File: src/pkg/wid_pkg.sv
// Constants and types shared by the wake-up and interrupt dispatch block
package wid_pkg;
  // Register byte offsets
  localparam logic [7:0] ADDR_IRQ_EN = 8'h00;
  localparam logic [7:0] ADDR_WAKE_EN = 8'h04;
  localparam logic [7:0] ADDR_FLAGS = 8'h08;
  localparam logic [7:0] ADDR_STATUS = 8'h0C;
  localparam logic [7:0] ADDR_CMD = 8'h10;
  // Enable and flag bit positions (flags share the enable positions)
  localparam int BIT_TOV = 0;
  localparam int BIT_CHG = 1;
  localparam int BIT_EXT = 2;
  localparam int BIT_CONV = 5;
  localparam int BIT_WAKE_CHG = 1;
  localparam int BIT_WAKE_CONV = 3;
  // Command bits, write-only pulses
  localparam int CMD_SLEEP = 0;
  localparam int CMD_GLB_ON = 1;
  localparam int CMD_GLB_OFF = 2;
  localparam int CMD_PORT_READ = 3;
  localparam int CMD_CONV_START = 4;
  // Status bit positions
  localparam int ST_ASLEEP = 0;
  localparam int ST_GLB = 1;
  localparam int ST_CONV_RUN = 2;
  localparam int ST_VEC_LSB = 8;
  // Interrupt vectors
  localparam logic [7:0] VEC_EXT = 8'h03;
  localparam logic [7:0] VEC_CHG = 8'h06;
  localparam logic [7:0] VEC_TOV = 8'h09;
  localparam logic [7:0] VEC_CONV = 8'h0C;
  // Reset values
  localparam logic [7:0] RST_IRQ_EN = 8'h00;
  localparam logic [7:0] RST_WAKE_EN = 8'h00;
  localparam logic [7:0] RST_FLAGS = 8'h00;
  localparam logic [7:0] RST_VECTOR = 8'h00;
  // Bus responses
  localparam logic [1:0] RESP_OKAY = 2'h0;
  localparam logic [1:0] RESP_SLVERR = 2'h2;
  typedef enum logic [0:0] {
    WID_NORMAL = 1'b0,
    WID_SLEEP = 1'b1
  } wid_mode_e;
endpackage

File: src/pkg/wid_chg_if.sv
// Link between dispatcher and port change detector
`timescale 1ns/1ps
interface wid_chg_if;
  logic snap;
  logic change;
  modport ctl (output snap, input change);
  modport det (input snap, output change);
endinterface

File: src/rtl/wid_chg_detect.sv
// Port input change detector against the last software read
`timescale 1ns/1ps
module wid_chg_detect #(
  parameter int PORT_W = 8
) (
  // Clock and reset
  input wire logic clk,
  input wire logic rst,
  // Port pins
  input wire logic [PORT_W-1:0] pins,
  // Dispatcher side
  wid_chg_if.det link
);
  typedef struct packed {
    logic [PORT_W-1:0] snap;
    logic differ;
    logic change;
  } wid_det_s;

  wid_det_s s;
  wid_det_s next_s;

  always_comb begin
    next_s = s;
    // Reading the port re-arms the compare
    if (link.snap) begin
      next_s.snap = pins;
      next_s.differ = 1'b0;
      next_s.change = 1'b0;
    end else begin
      next_s.differ = (pins != s.snap);
      // One pulse per departure from the read value
      next_s.change = next_s.differ & ~s.differ;
    end
  end

  always_ff @(posedge clk or posedge rst) begin
    if (rst) begin
      s <= '0;
    end else begin
      s <= next_s;
    end
  end

  assign link.change = s.change;

  a_snap_clears: assert property (@(posedge clk) disable iff (rst)
    link.snap |=> !link.change)
    else $error("change pulse right after a port read");
endmodule

File: src/rtl/wid_dispatch.sv
// Wake-up and interrupt dispatch with AXI4-Lite registers
`timescale 1ns/1ps
module wid_dispatch #(
  parameter int PORT_W = 8
) (
  // Clock and reset
  input wire logic CORE_CLK,
  input wire logic RST,
  // Event sources
  input wire logic EXT_INT,
  input wire logic [PORT_W-1:0] PORT_IN,
  input wire logic TIMER_OVF,
  input wire logic CONV_DONE,
  // Core and peripheral control
  output logic SLEEPING,
  output logic CLK_RUN,
  output logic CONV_RUN,
  output logic CONV_ABORT,
  output logic WAKE,
  output logic RESUME,
  output logic IRQ_VALID,
  output logic [7:0] IRQ_VECTOR,
  // AXI4-Lite slave
  input wire logic [7:0] AWADDR,
  input wire logic AWVALID,
  output logic AWREADY,
  input wire logic [31:0] WDATA,
  input wire logic [3:0] WSTRB,
  input wire logic WVALID,
  output logic WREADY,
  output logic [1:0] BRESP,
  output logic BVALID,
  input wire logic BREADY,
  input wire logic [7:0] ARADDR,
  input wire logic ARVALID,
  output logic ARREADY,
  output logic [31:0] RDATA,
  output logic [1:0] RRESP,
  output logic RVALID,
  input wire logic RREADY
);
  import wid_pkg::*;

  typedef struct packed {
    wid_mode_e mode;
    logic glb;
    logic [7:0] ien;
    logic [7:0] wen;
    logic [7:0] flg;
    logic conv_run;
    logic conv_abort;
    logic clk_run;
    logic wake;
    logic resume;
    logic irq_valid;
    logic [7:0] vector;
    logic ext_q;
    logic bvalid;
    logic [1:0] bresp;
    logic rvalid;
    logic [1:0] rresp;
    logic [31:0] rdata;
  } wid_state_s;

  wid_state_s s;
  wid_state_s next_s;
  wid_chg_if chg ();

  function automatic logic mapped(input logic [7:0] a);
    mapped = (a == ADDR_IRQ_EN) || (a == ADDR_WAKE_EN) || (a == ADDR_FLAGS)
      || (a == ADDR_STATUS) || (a == ADDR_CMD);
  endfunction

  logic asleep;
  logic ev_ext;
  logic ev_chg;
  logic ev_tov;
  logic ev_conv;
  logic wr_fire;
  logic rd_fire;
  logic [7:0] wbyte;
  logic [7:0] clr;
  logic [7:0] cmd;

  assign asleep = (s.mode == WID_SLEEP);
  assign ev_ext = EXT_INT & ~s.ext_q;
  assign ev_chg = chg.change;
  assign ev_tov = TIMER_OVF;
  assign ev_conv = CONV_DONE;
  // Address and data are taken together, so no skid storage is needed
  assign wr_fire = AWVALID & WVALID & ~s.bvalid;
  assign rd_fire = ARVALID & ~s.rvalid;
  assign wbyte = WSTRB[0] ? WDATA[7:0] : 8'h00;
  assign clr = (wr_fire && AWADDR == ADDR_FLAGS) ? wbyte : 8'h00;
  assign cmd = (wr_fire && AWADDR == ADDR_CMD) ? wbyte : 8'h00;
  assign chg.snap = cmd[CMD_PORT_READ];

  wid_chg_detect #(
    .PORT_W(PORT_W)
  ) u_detect (
    .clk(CORE_CLK),
    .rst(RST),
    .pins(PORT_IN),
    .link(chg.det)
  );

  always_comb begin
    logic [7:0] set;
    logic branch;
    logic wake_now;
    logic [7:0] vec;
    set = 8'h00;
    branch = 1'b0;
    wake_now = 1'b0;
    vec = RST_VECTOR;
    next_s = s;
    next_s.ext_q = EXT_INT;
    next_s.wake = 1'b0;
    next_s.resume = 1'b0;
    next_s.irq_valid = 1'b0;
    next_s.conv_abort = 1'b0;

    if (!asleep) begin
      // Flags only follow enabled sources
      set[BIT_EXT] = ev_ext & s.ien[BIT_EXT];
      set[BIT_CHG] = ev_chg & s.ien[BIT_CHG];
      set[BIT_TOV] = ev_tov & s.ien[BIT_TOV];
      set[BIT_CONV] = ev_conv & s.ien[BIT_CONV];
      // Lower vector wins; the others stay pending as flags
      if (set[BIT_EXT]) begin
        vec = VEC_EXT;
      end else if (set[BIT_CHG]) begin
        vec = VEC_CHG;
      end else if (set[BIT_TOV]) begin
        vec = VEC_TOV;
      end else if (set[BIT_CONV]) begin
        vec = VEC_CONV;
      end
      branch = s.glb & (set != 8'h00);
      if (ev_conv) begin
        next_s.conv_run = 1'b0;
      end
      if (cmd[CMD_CONV_START]) begin
        next_s.conv_run = 1'b1;
      end
      if (cmd[CMD_SLEEP]) begin
        next_s.mode = WID_SLEEP;
        // Converter cannot finish without its wake enable
        if (s.conv_run && !s.wen[BIT_WAKE_CONV]) begin
          next_s.conv_run = 1'b0;
          next_s.conv_abort = 1'b1;
          set[BIT_CONV] = s.ien[BIT_CONV];
        end
      end
    end else begin
      // External pin and timer sources are dead while asleep; port change stays live
      set[BIT_CHG] = ev_chg & s.ien[BIT_CHG];
      set[BIT_CONV] = ev_conv & s.wen[BIT_WAKE_CONV] & s.ien[BIT_CONV];
      if (ev_chg && s.wen[BIT_WAKE_CHG]) begin
        wake_now = 1'b1;
        if (s.glb && s.ien[BIT_CHG]) begin
          vec = VEC_CHG;
        end
      end
      if (ev_conv && s.wen[BIT_WAKE_CONV]) begin
        wake_now = 1'b1;
        next_s.conv_run = 1'b0;
        if (s.glb && s.ien[BIT_CONV] && vec == RST_VECTOR) begin
          vec = VEC_CONV;
        end
      end
      if (wake_now) begin
        next_s.mode = WID_NORMAL;
        next_s.wake = 1'b1;
      end
      branch = wake_now & (vec != RST_VECTOR);
      next_s.resume = wake_now & ~branch;
    end

    // A set in the clearing cycle wins
    next_s.flg = (s.flg & ~clr) | set;
    if (branch) begin
      next_s.irq_valid = 1'b1;
      next_s.vector = vec;
    end
    if (cmd[CMD_GLB_ON]) begin
      next_s.glb = 1'b1;
    end
    if (cmd[CMD_GLB_OFF]) begin
      next_s.glb = 1'b0;
    end
    // Oscillator only runs in sleep while the conversion wake is enabled
    next_s.clk_run = (next_s.mode == WID_NORMAL) | next_s.wen[BIT_WAKE_CONV];

    // Write channel
    if (wr_fire) begin
      next_s.bvalid = 1'b1;
      next_s.bresp = mapped(AWADDR) ? RESP_OKAY : RESP_SLVERR;
      if (AWADDR == ADDR_IRQ_EN && WSTRB[0]) begin
        next_s.ien = WDATA[7:0];
      end
      if (AWADDR == ADDR_WAKE_EN && WSTRB[0]) begin
        next_s.wen = WDATA[7:0];
      end
      if (cmd[CMD_SLEEP] || cmd[CMD_GLB_ON] || cmd[CMD_GLB_OFF]) begin
        next_s.clk_run = (next_s.mode == WID_NORMAL) | next_s.wen[BIT_WAKE_CONV];
      end
    end else if (s.bvalid && BREADY) begin
      next_s.bvalid = 1'b0;
    end
    if (wr_fire && AWADDR == ADDR_WAKE_EN && WSTRB[0]) begin
      next_s.clk_run = (next_s.mode == WID_NORMAL) | next_s.wen[BIT_WAKE_CONV];
    end

    // Read channel
    if (rd_fire) begin
      next_s.rvalid = 1'b1;
      next_s.rresp = mapped(ARADDR) ? RESP_OKAY : RESP_SLVERR;
      case (ARADDR)
        ADDR_IRQ_EN: begin
          next_s.rdata = {24'h000000, s.ien};
        end
        ADDR_WAKE_EN: begin
          next_s.rdata = {24'h000000, s.wen};
        end
        ADDR_FLAGS: begin
          next_s.rdata = {24'h000000, s.flg};
        end
        ADDR_STATUS: begin
          next_s.rdata = 32'h00000000;
          next_s.rdata[ST_ASLEEP] = asleep;
          next_s.rdata[ST_GLB] = s.glb;
          next_s.rdata[ST_CONV_RUN] = s.conv_run;
          next_s.rdata[ST_VEC_LSB +: 8] = s.vector;
        end
        default: begin
          next_s.rdata = 32'h00000000;
        end
      endcase
    end else if (s.rvalid && RREADY) begin
      next_s.rvalid = 1'b0;
    end
  end

  always_ff @(posedge CORE_CLK or posedge RST) begin
    if (RST) begin
      s <= '0;
      s.mode <= WID_NORMAL;
      s.ien <= RST_IRQ_EN;
      s.wen <= RST_WAKE_EN;
      s.flg <= RST_FLAGS;
      s.vector <= RST_VECTOR;
      s.clk_run <= 1'b1;
    end else begin
      s <= next_s;
    end
  end

  assign SLEEPING = asleep;
  assign CLK_RUN = s.clk_run;
  assign CONV_RUN = s.conv_run;
  assign CONV_ABORT = s.conv_abort;
  assign WAKE = s.wake;
  assign RESUME = s.resume;
  assign IRQ_VALID = s.irq_valid;
  assign IRQ_VECTOR = s.vector;
  assign AWREADY = wr_fire;
  assign WREADY = wr_fire;
  assign BVALID = s.bvalid;
  assign BRESP = s.bresp;
  assign ARREADY = rd_fire;
  assign RVALID = s.rvalid;
  assign RRESP = s.rresp;
  assign RDATA = s.rdata;

  a_ext_flag_only: assert property (@(posedge CORE_CLK) disable iff (RST)
    !asleep && ev_ext && s.ien[BIT_EXT] && !s.glb |=> s.flg[BIT_EXT] && !IRQ_VALID)
    else $error("ext event without global should only flag");
  a_ext_vector: assert property (@(posedge CORE_CLK) disable iff (RST)
    !asleep && ev_ext && s.ien[BIT_EXT] && s.glb |=> IRQ_VALID && IRQ_VECTOR == VEC_EXT)
    else $error("ext event did not branch to its vector");
  a_ext_no_wake: assert property (@(posedge CORE_CLK) disable iff (RST)
    asleep && ev_ext && !ev_chg && !ev_conv |=> !WAKE && $stable(s.flg[BIT_EXT]))
    else $error("ext pin acted during sleep");
  a_chg_stay_asleep: assert property (@(posedge CORE_CLK) disable iff (RST)
    asleep && ev_chg && !s.wen[BIT_WAKE_CHG] && !ev_conv && !cmd[CMD_SLEEP] |=> asleep && !WAKE)
    else $error("port change woke without wake enable");
  a_sleep_clk_stop: assert property (@(posedge CORE_CLK) disable iff (RST)
    asleep && !s.wen[BIT_WAKE_CONV] |-> !CLK_RUN)
    else $error("clocks running in plain sleep");
  a_chg_sleep_flag: assert property (@(posedge CORE_CLK) disable iff (RST)
    asleep && ev_chg && s.ien[BIT_CHG] |=> s.flg[BIT_CHG])
    else $error("change flag not set in sleep");
  a_chg_wake_next: assert property (@(posedge CORE_CLK) disable iff (RST)
    asleep && ev_chg && s.wen[BIT_WAKE_CHG] && !(s.glb && s.ien[BIT_CHG]) && !ev_conv
    |=> WAKE && RESUME && !IRQ_VALID ##1 !WAKE)
    else $error("change wake without resume at next instruction");
  a_chg_wake_vec: assert property (@(posedge CORE_CLK) disable iff (RST)
    asleep && ev_chg && s.wen[BIT_WAKE_CHG] && s.ien[BIT_CHG] && s.glb
    |=> WAKE && IRQ_VALID && IRQ_VECTOR == VEC_CHG && s.flg[BIT_CHG])
    else $error("change wake did not vector");
  a_chg_norm_quiet: assert property (@(posedge CORE_CLK) disable iff (RST)
    !asleep && ev_chg && !s.ien[BIT_CHG] && !ev_ext && !ev_tov && !ev_conv |=> !IRQ_VALID)
    else $error("disabled change interrupted");
  a_tov_vector: assert property (@(posedge CORE_CLK) disable iff (RST)
    !asleep && ev_tov && s.ien[BIT_TOV] && s.glb && !(ev_ext && s.ien[BIT_EXT])
    && !(ev_chg && s.ien[BIT_CHG]) |=> IRQ_VALID && IRQ_VECTOR == VEC_TOV && s.flg[BIT_TOV])
    else $error("timer overflow vector wrong");
  a_conv_abort: assert property (@(posedge CORE_CLK) disable iff (RST)
    !asleep && cmd[CMD_SLEEP] && s.conv_run && !s.wen[BIT_WAKE_CONV]
    |=> CONV_ABORT && !CONV_RUN && s.flg[BIT_CONV] == $past(s.ien[BIT_CONV]))
    else $error("converter not stopped at sleep");
  a_conv_wake_vec: assert property (@(posedge CORE_CLK) disable iff (RST)
    asleep && ev_conv && s.wen[BIT_WAKE_CONV] && s.ien[BIT_CONV] && s.glb && !ev_chg
    |=> WAKE && IRQ_VALID && IRQ_VECTOR == VEC_CONV && s.flg[BIT_CONV])
    else $error("conversion wake did not vector");
  a_conv_norm_vec: assert property (@(posedge CORE_CLK) disable iff (RST)
    !asleep && ev_conv && s.ien[BIT_CONV] && s.glb && !(ev_ext && s.ien[BIT_EXT])
    && !(ev_chg && s.ien[BIT_CHG]) && !(ev_tov && s.ien[BIT_TOV])
    |=> IRQ_VALID && IRQ_VECTOR == VEC_CONV)
    else $error("conversion vector wrong");
  a_flag_sticky: assert property (@(posedge CORE_CLK) disable iff (RST)
    s.flg[BIT_CHG] && !clr[BIT_CHG] |=> s.flg[BIT_CHG])
    else $error("change flag dropped without clear");
endmodule
File: config.mk
export PLATFORM = sky130hd
export DESIGN_NAME = wid_dispatch
export DESIGN_NICKNAME = d
export VERILOG_FILES = /design/src/pkg/wid_pkg.sv /design/src/pkg/wid_chg_if.sv /design/src/rtl/wid_chg_detect.sv /design/src/rtl/wid_dispatch.sv
export SDC_FILE = /design/constraint.sdc
export NUM_CORES = 1
export LEC_CHECK = 0
export BUFFER_PORTS_ARGS = -buffer_cell sky130_fd_sc_hd__buf_4
export CORE_MARGIN = 5
export CORE_UTILIZATION = 40
export CTS_CLUSTER_DIAMETER = 120
export DETAILED_ROUTE_END_ITERATION = 10
export PLACE_DENSITY = 0.71
export SLEW_MARGIN = 10
export SYNTH_ARGS = -nofsm -noshare
export SYNTH_HDL_FRONTEND = slang
export SYNTH_SLANG_ARGS = --single-unit
File: constraint.sdc
create_clock -name CORE_CLK -period 2.2 [get_ports CORE_CLK]
set_input_delay 0.11 -clock CORE_CLK [delete_from_list [all_inputs] [get_ports CORE_CLK]]
set_output_delay 0.11 -clock CORE_CLK [all_outputs]
set_load 0.005 [all_outputs]
==> flow_summary.json <==
{
  "outcome": "finished, final reports clean",
  "drtIter0Drc": 141,
  "ant_nets": 0,
  "regToRegStartpoint": "BVALID",
  "grt.overflow.total": 0,
  "routedWlPerCell_um": 14.4,
  "start_util_pct": 41.3,
  "hp-class": "in -> reg",
  "grt_pass1_vias": 2355,
  "cts_buffers": 9,
  "slowest_delay_ns": 0.42,
  "clock_sinks": 63,
  "drtPass1Iterations": 4,
  "multi_input_area_sq_um": 1320,
  "die_area_sq_um": 9900,
  "post-route-worst-setup-slack_ns": 0.208,
  "areaGrowthSynthToFinish_pct": 25.1,
  "synth-edff-count": 0,
  "grt_max_degree": 64,
  "swShare_pct": 21.7,
  "vias_per_cell": 4.86,
  "sequentialPowerShare_pct": 45.0,
  "netlist_area_sq_um": 3210,
  "track_usage_pct": 14.3,
  "ys_top_cells_by_area": "dfrtp_1 48%, buf_4 11%, mux2_2 8.4%, nand2_1 3.9%, xnor2_1 2.2%",
  "relSlewSlack_pct": 60.9,
  "wl_um": 6800,
  "dp_hpwl_um": 4960,
  "crit_fanout": 10,
  "p_leak_nw": 1.96,
  "layout.area.seq_sq_um": 1580,
  "drcViolationCount": 0,
  "final_util_pct": 51.6,
  "r2r-end": "u_detect.s[8]",
  "p_int_w": 0.00208,
  "path_cells": "nand4b_1 -> nor4_4 -> and2_1 -> mux2_2",
  "crit_arrival_ns": 2.22,
  "yosysSeqAreaShare_pct": 49.2,
  "gp_congestion": 0.791,
  "path_delay_family": "simple AND/OR/NAND/NOR gates",
  "crit_type": "reg -> reg",
  "worst_pin_slew_ns": 0.582,
  "num_rows": 32,
  "path_clk_slew_ns": 0.07,
  "postSynthAreaPerCell_sq_um": 11.0,
  "die_w_um": 99.5,
  "dpl_cell_area_sq_um": 3630,
  "pin_count": 126,
  "synth_most_common_cell": "dfrtp_1",
  "ys_seq_elements": 63,
  "finalInstanceArea_sq_um": 4010,
  "htree_levels": 3,
  "cp.buffers_inverters": 0,
  "end_kind": "flop",
  "n_antenna_cell": 0,
  "skew_ns": 0.00640,
  "crit_end": "u_detect.s[8]",
  "drive_above_1_share_pct": 35.1,
  "post-route-min-period_ns": 1.99,
  "final-hold-violation-count": 0,
  "maxSlewViolCount": 0,
  "fin_nets": 435,
  "pwr-share-clk_pct": 46.1,
  "vias": 2293,
  "p_sw_w": 0.000578,
  "comb_power_share_pct": 8.9,
  "clk_latency_ns": 0.34,
  "ir_worst_vdd_uv": 388,
  "dieHeight_um": 99.5,
  "startpoint": "BVALID",
  "setup_viol": 0,
  "rsz0062_at_grt": "false",
  "yosys.area.top_type": "dfrtp_1",
  "synth_common_cells": "62 x dfrtp_1, 46 x buf_4, 33 x nand2_1",
  "cts_tree": "built",
  "synth_cell_type_count": 46,
  "ys.flop_type": "dfrtp_1",
  "core_area_sq_um": 7770,
  "portBuffers": 72,
  "synthCells": 292,
  "fillers": 714,
  "synth_top_cell_area_share_pct": 48.4,
  "worstRegToRegCells": 4,
  "worstPathRequired_ns": 2.43,
  "reg2reg_slack_ns": 0.21,
  "cts-root-buf": "clkbuf_8",
  "post_cts_buffers": 0,
  "antenna_found_initial": 0,
  "powerDensity_nw_per_um2": 662,
  "period_share_pct": 90.5,
  "ys_warn_count": 0,
  "grt_pass1_wl_um": 11300,
  "synth_async_sr_flop_share_pct": 100,
  "max_cap_viol_count": 0,
  "clock_path_buffers": 2,
  "setup_tns_ns": 0,
  "fmax_mhz": 502,
  "start_kind": "flop",
  "pre_cts_slack_ns": 0.148,
  "cp_slowest_cell": "and2_1",
  "cp_num_cells": 4
}
==> worst register-to-register path: cells and delay by family (launching register included) <==
family / cells / cell delay, ns
DFF: 1 / 0.40
and+or+nand+nor: 3 / 1.10
muxes: 1 / 0.39
==> per-stage QoR <==
stage          hold slack, ns  cells  power, W
6_report               0.0205    472   0.00266
5_1_grt              0.000691    472   0.00277
4_1_cts              0.000632    471   0.00269
3_5_place_dp            0.210    443   0.00144
3_3_place_gp            0.209    443   0.00143
2_1_floorplan           0.141    317   0.00136
==> cell type report <==
class / count / share of cell area (%)
Tap cell: 102 / 3.18
Timing Repair Buffer: 89 / 17.8
Inverter: 8 / 0.749
Clock buffer: 10 / 3.43
Multi-Input combinational cell: 194 / 32.8
Sequential cell: 63 / 39.3
Clock inverter: 6 / 2.68
==> sequential cells by signal, indices dropped and copies added, names as in the netlist, 4 cells and up <==
signal,cells
IRQ_VECTOR,4
RDATA,12
s,26
u_detect.s,9
==> cells in the final DEF (no fill, tap or decap), types with 2 or more instances in the layout <==
cell type,count
inv_1,6
mux2i_1,6
clkinv_2,2
nand2_1,33
a21o_1,2
buf_4,75
mux2_2,24
nand4b_1,2
a21boi_0,5
dfrtp_1,62
nand2b_1,3
nand3_1,13
nor3_1,4
bufinv_16,3
nor2b_1,4
o2bb2ai_1,2
mux4_2,3
or3b_2,2
clkbuf_8,10
dlygate4sd3_1,13
o21ai_0,4
conb_1,26
or4_4,2
nor4_1,2
nor4_4,2
o31ai_1,6
nor2_1,11
nand3b_1,4
xnor2_1,8
inv_2,2
nand4_1,2
a21oi_1,10
==> metal layers <==
layer	up-vias	GRT usage (%)	part of all wire, %	wire length (um)
met5	-	0	0	0
met3	7	6.31	11	724
met1	1087	18.5	43	2920
met4	0	3.47	0.65	44
met2	107	22.2	46	3120
li1	1092	-	-	-
==> power groups by stage <==
stage / registers [W] / clock network [W] / logic (W)
after detailed placement: 0.00122 / 0 / 0.000220
final: 0.00120 / 0.00122 / 0.000237
after global routing: 0.00120 / 0.00130 / 0.000266
after global placement: 0.00122 / 0 / 0.000216
after CTS: 0.00120 / 0.00126 / 0.000238
after floorplan: 0.00121 / 0 / 0.000143
==> worst min-delay path by stage <==
stage               cells past startpoint            end       start
finish                                  2  u_detect.s[7]  PORT_IN[5]
floorplan                               0          s[38]     EXT_INT
detailed placement                      3       RDATA[8]         RST
global placement                        3       RDATA[9]         RST
global route                            2  u_detect.s[8]  PORT_IN[6]
CTS                                     2  u_detect.s[2]  PORT_IN[0]
==> kinds of logic after synthesis <==
kind of cell	share of synthesized area [%]
compound gates	7.57
xor+xnor	2.19
buf+inv	12.6
flops	49.2
mux	12.9
other cells	0.117
simple gates	15.4
==> timing repair <==
item | 4_1_cts | 5_1_grt
hold buffers | 12 | 1
resized for setup | 0 | 0
hold endpoints to repair | 74 | 1
No activity file was read; power rests on OpenSTA's default activity.
